### src/kdu_pkg.sv
// Shared constants for the keypad and display scanner.
package scan_pkg;

   // Main clock period and the idle time after which the scan is parked.
   localparam int unsigned CLK_PERIOD_NS   = 5;
   localparam int unsigned IDLE_TIMEOUT_NS = 7_500_000;
   // Longest time, so the cycle count rounds down.
   localparam int unsigned IDLE_TIMEOUT_CYC = IDLE_TIMEOUT_NS / CLK_PERIOD_NS;
   localparam int          IDLE_W           = 21;

   // Scan counter geometry and the counts that carry meaning.
   localparam int         COUNT_W     = 4;
   localparam int         SCAN_N      = 16;
   localparam logic [3:0] COUNT_FIRST = 4'h0;
   localparam logic [3:0] COUNT_DIGIT_LAST = 4'h8;
   localparam logic [3:0] COUNT_LED   = 4'h9;
   localparam logic [3:0] COUNT_LAST  = 4'hF;
   localparam logic [3:0] COUNT_STEP  = 4'h1;

   // Keypad matrix and anode widths.
   localparam int KEY_COLS = 8;
   localparam int KEY_ROWS = 4;
   localparam int KEY_N    = 32;
   localparam int SEG_W    = 7;
   localparam int LED_W    = 5;

   // Reset values.
   localparam logic [15:0] SCAN_RESET_N = 16'h7FFF;
   localparam logic [3:0]  ROWS_IDLE    = 4'hF;

endpackage

### src/scan_evt_if.sv
`timescale 1ns/1ps
`default_nettype none
// Events from the step-line watcher to the scan counter.
interface scan_evt_if;
   logic step_rise;
   logic time_out;
   modport src (output step_rise, output time_out);
   modport dst (input step_rise, input time_out);
endinterface
`default_nettype wire

### src/kdu_scanner.sv
// Notes on behaviour
// - Eight host lines in, six sense lines out, plus supply and ground.
// - Sixteen-state counter, active-low outputs, exactly one asserted for the count.
// - Each step line rising edge advances the counter by one position.
// - From count 15 the next step edge wraps to count 0.
// - No step edge for 7.5 ms blanks all digit and LED cathodes.
// - Timeout parks the counter at 15 until the next step edge.
// - Counts 0 to 8 select the cathode of the digit with that index.
// - Count 9 selects the common cathode of the five mode LEDs.
// - Scan origin flag is low while the count is 0.
// - Anode lines a..g drive segments A..G; a..e also drive mode LEDs.
// - High anode lights the selected segment or LED, low leaves it dark.
// - Keypad is 8 columns by 4 rows, columns are counts 0 to 7.
// - Pressed key pulls its row low while its column is selected.
// - Run/halt switch reads directly on the fifth sense line, low for halt.
`timescale 1ns/1ps
`default_nettype none
module keypad_display_scanner #(
   parameter int unsigned IDLE_LIMIT = scan_pkg::IDLE_TIMEOUT_CYC
) (
   input  wire logic        i_mclk,
   input  wire logic        i_rstn,
   input  wire logic        i_scan_step_line,
   input  wire logic        i_anode_line_a,
   input  wire logic        i_anode_line_b,
   input  wire logic        i_anode_line_c,
   input  wire logic        i_anode_line_d,
   input  wire logic        i_anode_line_e,
   input  wire logic        i_anode_line_f,
   input  wire logic        i_anode_line_g,
   input  wire logic [31:0] i_key_closed,
   input  wire logic        i_run_position,
   output logic             o_key_row_0,
   output logic             o_key_row_1,
   output logic             o_key_row_2,
   output logic             o_key_row_3,
   output logic             o_run_halt_sense,
   output logic             o_scan_origin_flag,
   output logic [15:0]      o_scan_output_n,
   output logic [6:0]       o_segment_anode,
   output logic [4:0]       o_led_anode
);

   typedef struct packed {
      logic [31:0] key_s1;
      logic [31:0] key_s2;
      logic [6:0]  anode_s1;
      logic [6:0]  anode_s2;
      logic        run_s1;
      logic        run_s2;
      logic [3:0]  count;
      logic [15:0] scan_n;
      logic [3:0]  rows;
      logic        run;
      logic        origin;
      logic [6:0]  anode;
   } scan_t;

   scan_t q;
   scan_t d;

   scan_evt_if evt ();

   // Active-low one-of-sixteen decode of a count.
   function automatic logic [15:0] onehot_n(input logic [3:0] cnt);
      onehot_n = ~(16'h0001 << cnt);
   endfunction

   step_watch #(
      .IDLE_LIMIT (IDLE_LIMIT)
   ) u_watch (
      .i_mclk      (i_mclk),
      .i_rstn      (i_rstn),
      .i_step_line (i_scan_step_line),
      .evt         (evt)
   );

   // Next state: resync the pins, step or park the counter, then decode from the new count.
   // Rows are decoded from the new count so they change in the same cycle as the columns.
   always_comb
   begin
      d          = q;
      d.key_s1   = i_key_closed;
      d.key_s2   = q.key_s1;
      d.anode_s1 = {i_anode_line_a, i_anode_line_b, i_anode_line_c, i_anode_line_d,
                    i_anode_line_e, i_anode_line_f, i_anode_line_g};
      d.anode_s2 = q.anode_s1;
      d.run_s1   = i_run_position;
      d.run_s2   = q.run_s1;
      if (evt.time_out)
      begin
         d.count = scan_pkg::COUNT_LAST;
      end
      else if (evt.step_rise)
      begin
         d.count = 4'(q.count + scan_pkg::COUNT_STEP);
      end
      d.scan_n = onehot_n(d.count);
      for (int r = 0; r < scan_pkg::KEY_ROWS; r++)
      begin
         d.rows[r] = !(d.count < 4'(scan_pkg::KEY_COLS) &&
                       q.key_s2[{d.count[2:0], 2'(r)}]);
      end
      d.origin = (d.count != scan_pkg::COUNT_FIRST);
      d.run    = q.run_s2;
      d.anode  = q.anode_s2;
   end

   // Only the constants are loaded at reset; the counter starts parked.
   always_ff @(posedge i_mclk)
   begin
      if (!i_rstn)
      begin
         q        <= '0;
         q.count  <= scan_pkg::COUNT_LAST;
         q.scan_n <= scan_pkg::SCAN_RESET_N;
         q.rows   <= scan_pkg::ROWS_IDLE;
         q.origin <= 1'b1;
      end
      else
      begin
         q <= d;
      end
   end

   // All outputs are flip-flop bits; the LED anodes are the top five anode lines.
   assign o_key_row_0        = q.rows[0];
   assign o_key_row_1        = q.rows[1];
   assign o_key_row_2        = q.rows[2];
   assign o_key_row_3        = q.rows[3];
   assign o_run_halt_sense   = q.run;
   assign o_scan_origin_flag = q.origin;
   assign o_scan_output_n    = q.scan_n;
   assign o_segment_anode    = q.anode;
   assign o_led_anode        = q.anode[6:2];

   // Checks on the scan behaviour.
   property p_onehot;
      @(posedge i_mclk) disable iff (!i_rstn)
      $onehot(~o_scan_output_n) && o_scan_output_n == onehot_n(q.count);
   endproperty
   a_onehot: assert property (p_onehot)
      else $error("Scan outputs are not one active-low line for the count.");

   property p_step;
      @(posedge i_mclk) disable iff (!i_rstn)
      (evt.step_rise && !evt.time_out) |=> q.count == 4'($past(q.count) + 4'h1);
   endproperty
   a_step: assert property (p_step)
      else $error("Step edge did not advance the counter by one.");

   property p_wrap;
      @(posedge i_mclk) disable iff (!i_rstn)
      (evt.step_rise && q.count == scan_pkg::COUNT_LAST) |=> q.count == scan_pkg::COUNT_FIRST;
   endproperty
   a_wrap: assert property (p_wrap)
      else $error("Counter did not wrap from 15 to 0.");

   property p_park;
      @(posedge i_mclk) disable iff (!i_rstn)
      evt.time_out |=> (q.count == scan_pkg::COUNT_LAST && &o_scan_output_n[9:0]);
   endproperty
   a_park: assert property (p_park)
      else $error("Timeout did not park the counter with cathodes off.");

   property p_hold;
      @(posedge i_mclk) disable iff (!i_rstn)
      (q.count == scan_pkg::COUNT_LAST && !evt.step_rise) |=> q.count == scan_pkg::COUNT_LAST;
   endproperty
   a_hold: assert property (p_hold)
      else $error("Parked counter moved without a step edge.");

   property p_digit;
      @(posedge i_mclk) disable iff (!i_rstn)
      (q.count <= scan_pkg::COUNT_DIGIT_LAST) |-> !o_scan_output_n[q.count];
   endproperty
   a_digit: assert property (p_digit)
      else $error("Digit cathode not selected for its count.");

   property p_led;
      @(posedge i_mclk) disable iff (!i_rstn)
      !o_scan_output_n[9] |-> q.count == scan_pkg::COUNT_LED;
   endproperty
   a_led: assert property (p_led)
      else $error("LED common cathode selected outside count 9.");

   property p_origin;
      @(posedge i_mclk) disable iff (!i_rstn)
      o_scan_origin_flag == (q.count != scan_pkg::COUNT_FIRST);
   endproperty
   a_origin: assert property (p_origin)
      else $error("Scan origin flag disagrees with the count.");

   property p_row_idle;
      @(posedge i_mclk) disable iff (!i_rstn)
      (q.count >= 4'(scan_pkg::KEY_COLS)) |->
      (o_key_row_0 && o_key_row_1 && o_key_row_2 && o_key_row_3);
   endproperty
   a_row_idle: assert property (p_row_idle)
      else $error("Row sensed low while no keypad column was selected.");

   property p_run;
      @(posedge i_mclk) disable iff (!i_rstn)
      (i_run_position ##1 i_run_position ##1 i_run_position) |=> o_run_halt_sense;
   endproperty
   a_run: assert property (p_run)
      else $error("Run position not reported high on the fifth sense line.");

   // Further checks on pin timing, on the watcher's events and on the decoded scan.
   // Halt must read low as well, so a stuck-high sense line is caught.
   property p_halt;
      @(posedge i_mclk) disable iff (!i_rstn)
      (!i_run_position ##1 !i_run_position ##1 !i_run_position) |=> !o_run_halt_sense;
   endproperty
   a_halt: assert property (p_halt)
      else $error("Halt position not reported low on the fifth sense line.");

   // Rows follow a key closure three edges after the pin, against the count shown then.
   property p_key_rows;
      @(posedge i_mclk) disable iff (!i_rstn)
      ($past(i_rstn, 1) && $past(i_rstn, 2) && $past(i_rstn, 3) &&
       q.count < 4'(scan_pkg::KEY_COLS)) |->
      ({o_key_row_3, o_key_row_2, o_key_row_1, o_key_row_0} ==
       ~4'($past(i_key_closed, 3) >> {q.count[2:0], 2'b00}));
   endproperty
   a_key_rows: assert property (p_key_rows)
      else $error("Row sense does not match the closed key of the selected column.");

   // Anode pins reach the segment outputs three edges later, high meaning lit.
   property p_anode;
      @(posedge i_mclk) disable iff (!i_rstn)
      ($past(i_rstn, 1) && $past(i_rstn, 2) && $past(i_rstn, 3)) |->
      o_segment_anode == $past({i_anode_line_a, i_anode_line_b, i_anode_line_c,
                                i_anode_line_d, i_anode_line_e, i_anode_line_f,
                                i_anode_line_g}, 3);
   endproperty
   a_anode: assert property (p_anode)
      else $error("Segment anodes do not follow the anode lines.");

   // The mode LEDs share the five upper anode lines with segments A to E.
   property p_led_anode;
      @(posedge i_mclk) disable iff (!i_rstn)
      ($past(i_rstn, 1) && $past(i_rstn, 2) && $past(i_rstn, 3)) |->
      o_led_anode == $past({i_anode_line_a, i_anode_line_b, i_anode_line_c,
                            i_anode_line_d, i_anode_line_e}, 3);
   endproperty
   a_led_anode: assert property (p_led_anode)
      else $error("Mode LED anodes do not follow anode lines a to e.");

   // The count may only move on a step edge or a timeout, never on its own.
   property p_count_event;
      @(posedge i_mclk) disable iff (!i_rstn)
      (q.count != $past(q.count)) |-> ($past(evt.step_rise) || $past(evt.time_out));
   endproperty
   a_count_event: assert property (p_count_event)
      else $error("Scan count changed without a step edge or timeout.");

   // A held-high step line must give exactly one advance, not one per clock.
   property p_step_once;
      @(posedge i_mclk) disable iff (!i_rstn)
      evt.step_rise |=> !evt.step_rise;
   endproperty
   a_step_once: assert property (p_step_once)
      else $error("One step edge produced more than one advance.");

   // The idle timer fires once per idle spell; only a step edge rearms it.
   property p_tmo_pulse;
      @(posedge i_mclk) disable iff (!i_rstn)
      evt.time_out |=> !evt.time_out;
   endproperty
   a_tmo_pulse: assert property (p_tmo_pulse)
      else $error("Timeout fired on two cycles in a row.");

   // While parked at 15 no digit or LED cathode may sink current.
   property p_dark;
      @(posedge i_mclk) disable iff (!i_rstn)
      (q.count == scan_pkg::COUNT_LAST) |-> &o_scan_output_n[9:0];
   endproperty
   a_dark: assert property (p_dark)
      else $error("A cathode is selected while the scan is parked.");

   // Wrapping into count 0 must drop the origin flag together with the first column.
   property p_wrap_origin;
      @(posedge i_mclk) disable iff (!i_rstn)
      (evt.step_rise && !evt.time_out && q.count == scan_pkg::COUNT_LAST) |=>
      (!o_scan_output_n[0] && !o_scan_origin_flag);
   endproperty
   a_wrap_origin: assert property (p_wrap_origin)
      else $error("Origin flag not low after wrapping to count 0.");

   // The LED common cathode stays off on every count but 9.
   property p_led_dark;
      @(posedge i_mclk) disable iff (!i_rstn)
      (q.count != scan_pkg::COUNT_LED) |-> o_scan_output_n[scan_pkg::COUNT_LED];
   endproperty
   a_led_dark: assert property (p_led_dark)
      else $error("LED common cathode active on a count other than 9.");

endmodule
`default_nettype wire

### src/step_watch.sv
`timescale 1ns/1ps
`default_nettype none
// Samples the step line, finds its rising edges and times inactivity.
module step_watch #(
   parameter int unsigned IDLE_LIMIT = scan_pkg::IDLE_TIMEOUT_CYC
) (
   input  wire logic   i_mclk,
   input  wire logic   i_rstn,
   input  wire logic   i_step_line,
   scan_evt_if.src     evt
);

   typedef struct packed {
      logic                        s1;
      logic                        s2;
      logic                        s3;
      logic [scan_pkg::IDLE_W-1:0] idle;
      logic                        parked;
      logic                        rise;
      logic                        tmo;
   } watch_t;

   watch_t q;
   watch_t d;

   // Edge found between the second and third stage; the first stage is only resynchronised.
   always_comb
   begin
      d      = q;
      d.s1   = i_step_line;
      d.s2   = q.s1;
      d.s3   = q.s2;
      d.rise = q.s2 & ~q.s3;
      d.tmo  = 1'b0;
      if (d.rise)
      begin
         d.idle   = '0;
         d.parked = 1'b0;
      end
      else if (!q.parked)
      begin
         // The timer stops once parked so the timeout fires a single time per idle spell.
         if (q.idle == scan_pkg::IDLE_W'(IDLE_LIMIT - 1))
         begin
            d.tmo    = 1'b1;
            d.parked = 1'b1;
         end
         else
         begin
            d.idle = scan_pkg::IDLE_W'(q.idle + 1'b1);
         end
      end
   end

   always_ff @(posedge i_mclk)
   begin
      if (!i_rstn)
      begin
         q <= '0;
      end
      else
      begin
         q <= d;
      end
   end

   assign evt.step_rise = q.rise;
   assign evt.time_out  = q.tmo;

endmodule
`default_nettype wire
### config.mk
export PLATFORM = sky130hd
export DESIGN_NAME = keypad_display_scanner
export DESIGN_NICKNAME = d
export VERILOG_FILES = /design/src/kdu_pkg.sv /design/src/scan_evt_if.sv /design/src/kdu_scanner.sv /design/src/step_watch.sv
export SDC_FILE = /design/constraint.sdc
export NUM_CORES = 1
export LEC_CHECK = 0
export ABC_AREA = 1
export BUFFER_PORTS_ARGS = -buffer_cell sky130_fd_sc_hd__buf_4
export CAP_MARGIN = 25
export CORE_MARGIN = 2
export CORE_UTILIZATION = 45
export CTS_BUF_LIST = sky130_fd_sc_hd__clkbuf_8
export DETAILED_ROUTE_END_ITERATION = 10
export GPL_TIMING_DRIVEN = 0
export PLACE_DENSITY_LB_ADDON = 0.05
export SYNTH_ARGS = -nofsm -noshare
export SYNTH_HDL_FRONTEND = slang
export SYNTH_SLANG_ARGS = --single-unit
### constraint.sdc
create_clock -name i_mclk -period 1.89 [get_ports i_mclk]
set_input_delay 0.0945 -clock i_mclk [delete_from_list [all_inputs] [get_ports i_mclk]]
set_output_delay 0.0945 -clock i_mclk [all_outputs]
set_load 0.01 [all_outputs]
Yosys cells after proc, flatten, opt, wreduce, memory -nomap -nowiden
Cells that the tools add are included.
- register bits after elaboration: 140
- output and inout bits: 34
- logic and storage cells: 58
- input port bits: 43
- bitwise operators: 6
- add/sub/neg operators: 2
- eq/ne operators: 1
- mux-type cells: 12
- magnitude comparators: 5
- shifts and indexed selects: 1
- reduce and logical (&&, ||, !) cells: 12
- operators by type and width (kind ; count):
    5-bit by 6-bit less-than comparator with 1-bit output (second input constant) ; 4
    21-bit by 1-bit adder with 21-bit output (second input constant) ; 1
    21-bit == test (second input constant) ; 1
    16-bit inverter ; 1
    1-bit by 4-bit << shifter with 16-bit output (first input constant) ; 1
    1-bit binary-select mux with 3-bit select ; 4
    4-bit two-way mux ; 2
    1-bit two-way mux ; 6
    4-bit by 1-bit adder with 4-bit output (second input constant) ; 1
    1-bit logical AND ; 4
    1-bit logical NOT ; 4
    4-bit less-than comparator (second input constant) ; 1
    1-bit inverter ; 4
    4-bit nonzero test ; 1
    3-bit OR reduction ; 1
    2-bit AND reduction ; 1
    2-bit OR reduction ; 1
    1-bit AND ; 1

Longest topological paths before layout
- word-level depth: 7
- depth in mapped cells: 11

Hierarchy
A second synthesis with hierarchy kept.
- cell total of the unflattened synthesis: 713
- area, all modules: 5412.7 um^2
- by module, submodules not included (module ; cells each ; area each (um^2) ; sequential area each (um^2) ; instances):
    keypad_display_scanner ; 502 ; 3975.1 ; 2262.2 ; 1
    step_watch ; 211 ; 1437.6 ; 540.5 ; 1

Worst setup path before layout
No wires, ideal clock.
- path type: register -> register
- from: register q[29] in the netlist's numbering
- to: register q, in the netlist o_scan_output_n[8]
- setup slack: 0.365 ns
- period minus slack after synthesis: 1.525 ns
- stages on the path, launching flop included: 9
- data required time: 1.770 ns
- arrival: 1.405 ns
- path through: dfxtp_1 > ha_1 > nand2_1 > inv_1 > nor3_1 > buf_4 > nand2_1 > nor2_1 > nand2_1
- longest elaborated chain between the ends: 5
- RTL lines (what ; RTL line ; source):
    start, declared ; kdu_scanner.sv:59 ; scan_t q;
    4-bit by 1-bit adder with 4-bit output ; kdu_scanner.sv:96 ; d.count = 4'(q.count + scan_pkg::COUNT_STEP);
    4-bit two-way mux (*) ; kdu_scanner.sv:94 ; else if (evt.step_rise)
    4-bit two-way mux (*) ; kdu_scanner.sv:90 ; if (evt.time_out)
    1-bit by 4-bit << shifter with 16-bit output (*) ; kdu_scanner.sv:66 ; onehot_n = ~(16'h0001 << cnt);
    16-bit inverter (*) ; kdu_scanner.sv:66 ;
Every way passes the cells marked *; elsewhere a longest branch is shown, timed or not.
A chain may end at the register's enable or synchronous reset.

Worst setup path in the final report
- from: register q[29] in the netlist's numbering
- to: register q, in the netlist o_scan_origin_flag
- longest elaborated chain between the ends: 4
- RTL lines (what ; RTL line ; source):
    4-bit by 1-bit adder with 4-bit output ; kdu_scanner.sv:96 ;
    4-bit two-way mux (*) ; kdu_scanner.sv:94 ;
    4-bit two-way mux (*) ; kdu_scanner.sv:90 ;
    4-bit nonzero test (*) ; kdu_scanner.sv:104 ; d.origin = (d.count != scan_pkg::COUNT_FIRST);
Marks and branches as above.

==> metrics.csv <==
metric;value;unit
RSZ-0062 raised after global routing;no;
total leakage power;3.66;nW
CTS Buf Count;17;
Sw Pwr;1.31;mW
Tot Pwr;6.06;mW
Hold Startpoint;i_rstn;
vias in the first global route;3909;
share of cells above drive strength 1;0.190;
final hold slack;0.0539;ns
slowest library cell on the worst path;dfxtp_1;
Crit Path Max Fanout;10;
synthesized area;0.00531;mm^2
Storage cell area;0.00280;mm^2
required time of the critical path;2.20;ns
status;complete, no violations;
clk sinks;140;
buffer and inverter count on the worst path;2;
via count;4200;
Synth top cells by count;nand2_1, inv_1, dfxtp_1;
num ports;77;
final hold violation count;0;
Internal;4.75;mW
Worst Hold Class;in2reg;
Top Family by Delay on Critical Path;simple AND/OR/NAND/NOR gates;
postcts setup bufs;0;
Hold EP;o_scan_output_n[15]$_SDFF_PN0_;
first-pass GRT wire length;17.1;mm
die footprint;0.0127;mm^2
CTS Buffer Depth;2;
Clock Skews;0.00943;ns
antenna-violating nets left;0;
CP arrival;2.07;ns
drt wl/cell;9.99;um
initial antenna violation count;0;
post-synthesis average cell area;7.60;um^2
Post-Syn Nets;744;
maximum vdd drop;0.000531;V
final setup fails;0;
clk slew on worst S/H paths;0.07;ns
GRT Total Usage;0.170;
Nets;879;
switching share of power;0.216;
Port Buffers;75;
top-count cell post-synth;nand2_1;
largest net degree at the start of global routing;17;
Ys Warns;0;
EDFF count, synth;0;
area of the multi-input gates;0.00165;mm^2
DRC errors left;0;
Synth area leaders;dfxtp_1, nand2_1, inv_1;
sequential share of power;0.509;
synthesized flop and latch total;140;
Crit path largest cell delay;0.35;ns
clk_lat worst skew;0.43;ns
CTS tree;built;
Critical R2R Capture;o_scan_origin_flag$_SDFF_PN1_;
DRT iter0 DRCs;164;
number of diodes;0;
fin crit share;0.929;
H-tree levels;4;
max-slew violation count;0;
maxcap violations;0;
num rows;39;
initial core utilization;0.463;
Die Span Y;113;um
hpwl dp;6.92;mm
CTS root buffer;clkbuf_8;
f_max;570;MHz
first-pass detailed-route iteration total;4;
DR vias/cell;4.24;
area grow syn2layout;30.1;%
setup_tns;0;ns
GR Overflow Total;0;
# fillers;1035;
Synth async-reset ratio;0;
WP depth;8;
Yosys top cell area share;0.528;
Post-Syn Instances;699;
worst-path cell chain;ha_1 -> nand2_1 -> inv_1 -> nor3_2 -> buf_4 -> nand2_1 -> nor2_1 -> nand2_1;
setup slack, reg-to-reg;0.13;ns
worst hold path depth;3;
Least-Margin Pin Slew;0.697;ns
clock power share;0.419;
final wirelength;9.89;mm
kind of critical path;reg2reg;
R2R depth;8;
sequential area share after synthesis;0.528;
CP Launch Type;register;
Synth Flop Type;dfxtp_1;
Core ar.;0.0115;mm^2
CP Capture Type;register;
synth unique cells;31;
Die Width;113;um
PwrDens;877;mW/mm^2
Final GP Congestion;0.844;
Comb power frac;0.072;
fin crit period;1.76;ns
reg2reg start;q[29]$_SDFF_PN1_;
most frequent CP cell;nand2_1;
slew margin rel.;0.532;
worst setup path start;q[29]$_SDFF_PN1_;
area leader, netlist;dfxtp_1;
[sequential cells by signal, indices dropped and copies added (netlist names)]
signal                 flops
d                         48
q                         36
u_watch.q                 23
o_scan_output_n           16
o_segment_anode            7
u_watch.d                  2
o_key_row_0                1
o_key_row_1                1
o_key_row_2                1
o_key_row_3                1
o_run_halt_sense           1
o_scan_origin_flag         1
u_watch.evt.step_rise      1
u_watch.evt.time_out       1
[per-layer routing]
layer	up-vias	part of all wire	global-route usage
met1	1817	0.44	0.202
met3	9	0.056	0.0589
li1	2275	-	-
met2	99	0.49	0.284
met4	0	0.011	0.0659
met5	-	0	0
[final cells by class]
cell class	instances	area share
Timing Repair Buffer	116	0.141
Multi-Input combinational cell	365	0.239
Buffer	47	0.0452
Inverter	147	0.0802
Clock inverter	10	0.0197
Sequential cell	140	0.405
Tap cell	143	0.0259
Clock buffer	22	0.0438
[cell families (layout without fill, tap and decap cells)]
logic type / count (synthesis) / in the layout / synth area share
AOI/OAI and AO/OA: 36 / 36 / 0.0389
xor gates and xnor gates: 12 / 12 / 0.0198
adders and majority gates: 2 / 2 / 0.00471
buffers and inverters: 194 / 342 / 0.163
DFF: 140 / 140 / 0.528
and+or+nand+nor: 315 / 315 / 0.246
[what timing repair did]
action	CTS	global route
hold buffers	41	0
hold endpoints to repair	41	0
gates resized for setup	0	2
endpoints found under the setup margin	0	8
[placed cells by master, fill, tap and decap left out, types with 11 or more instances in the layout]
cell	instances
nor2_1	44
inv_1	145
clkbuf_8	22
nand2_1	229
a21oi_1	11
nand3_1	24
dlygate4sd3_1	41
clkbuf_1	11
dfxtp_1	140
o21ai_0	16
buf_4	105
[through the flow]
step | utilization | area, um^2 | setup WS, ns | instances
finish | 0.603 | 6910 | 0.135 | 990
global route | 0.603 | 6910 | 0.0169 | 990
CTS | 0.602 | 6900 | 0.0653 | 990
detailed placement | 0.528 | 6050 | 0.108 | 917
global placement | 0.528 | 6050 | 0.171 | 917
floorplan | - | 5310 | 0.365 | 699
[worst max path at each step]
stage and to:
2_1_floorplan o_scan_output_n[8]$_SDFF_PN1_, 3_3_place_gp o_scan_origin_flag$_SDFF_PN1_, 3_5_place_dp o_scan_output_n[8]$_SDFF_PN1_, 4_1_cts o_scan_origin_flag$_SDFF_PN1_
5_1_grt u_watch.q[8]$_SDFFE_PP0P_, 6_report o_scan_origin_flag$_SDFF_PN1_
[power by group through the flow]
| stage | sequential [mW] | clock, mW | combinational, mW |
|---|---|---|---|
| 2_1_floorplan | 3.15 | 0 | 0.224 |
| 3_3_place_gp | 3.15 | 0 | 0.361 |
| 3_5_place_dp | 3.15 | 0 | 0.367 |
| 4_1_cts | 3.09 | 2.62 | 0.435 |
| 5_1_grt | 3.09 | 2.76 | 0.499 |
| 6_report | 3.09 | 2.54 | 0.434 |
[worst min-delay path: stages]
cell      delay (ns)
clkbuf_1        0.18
inv_1           0.12
a21oi_1         0.04
Power figures use the tool's default switching activity.
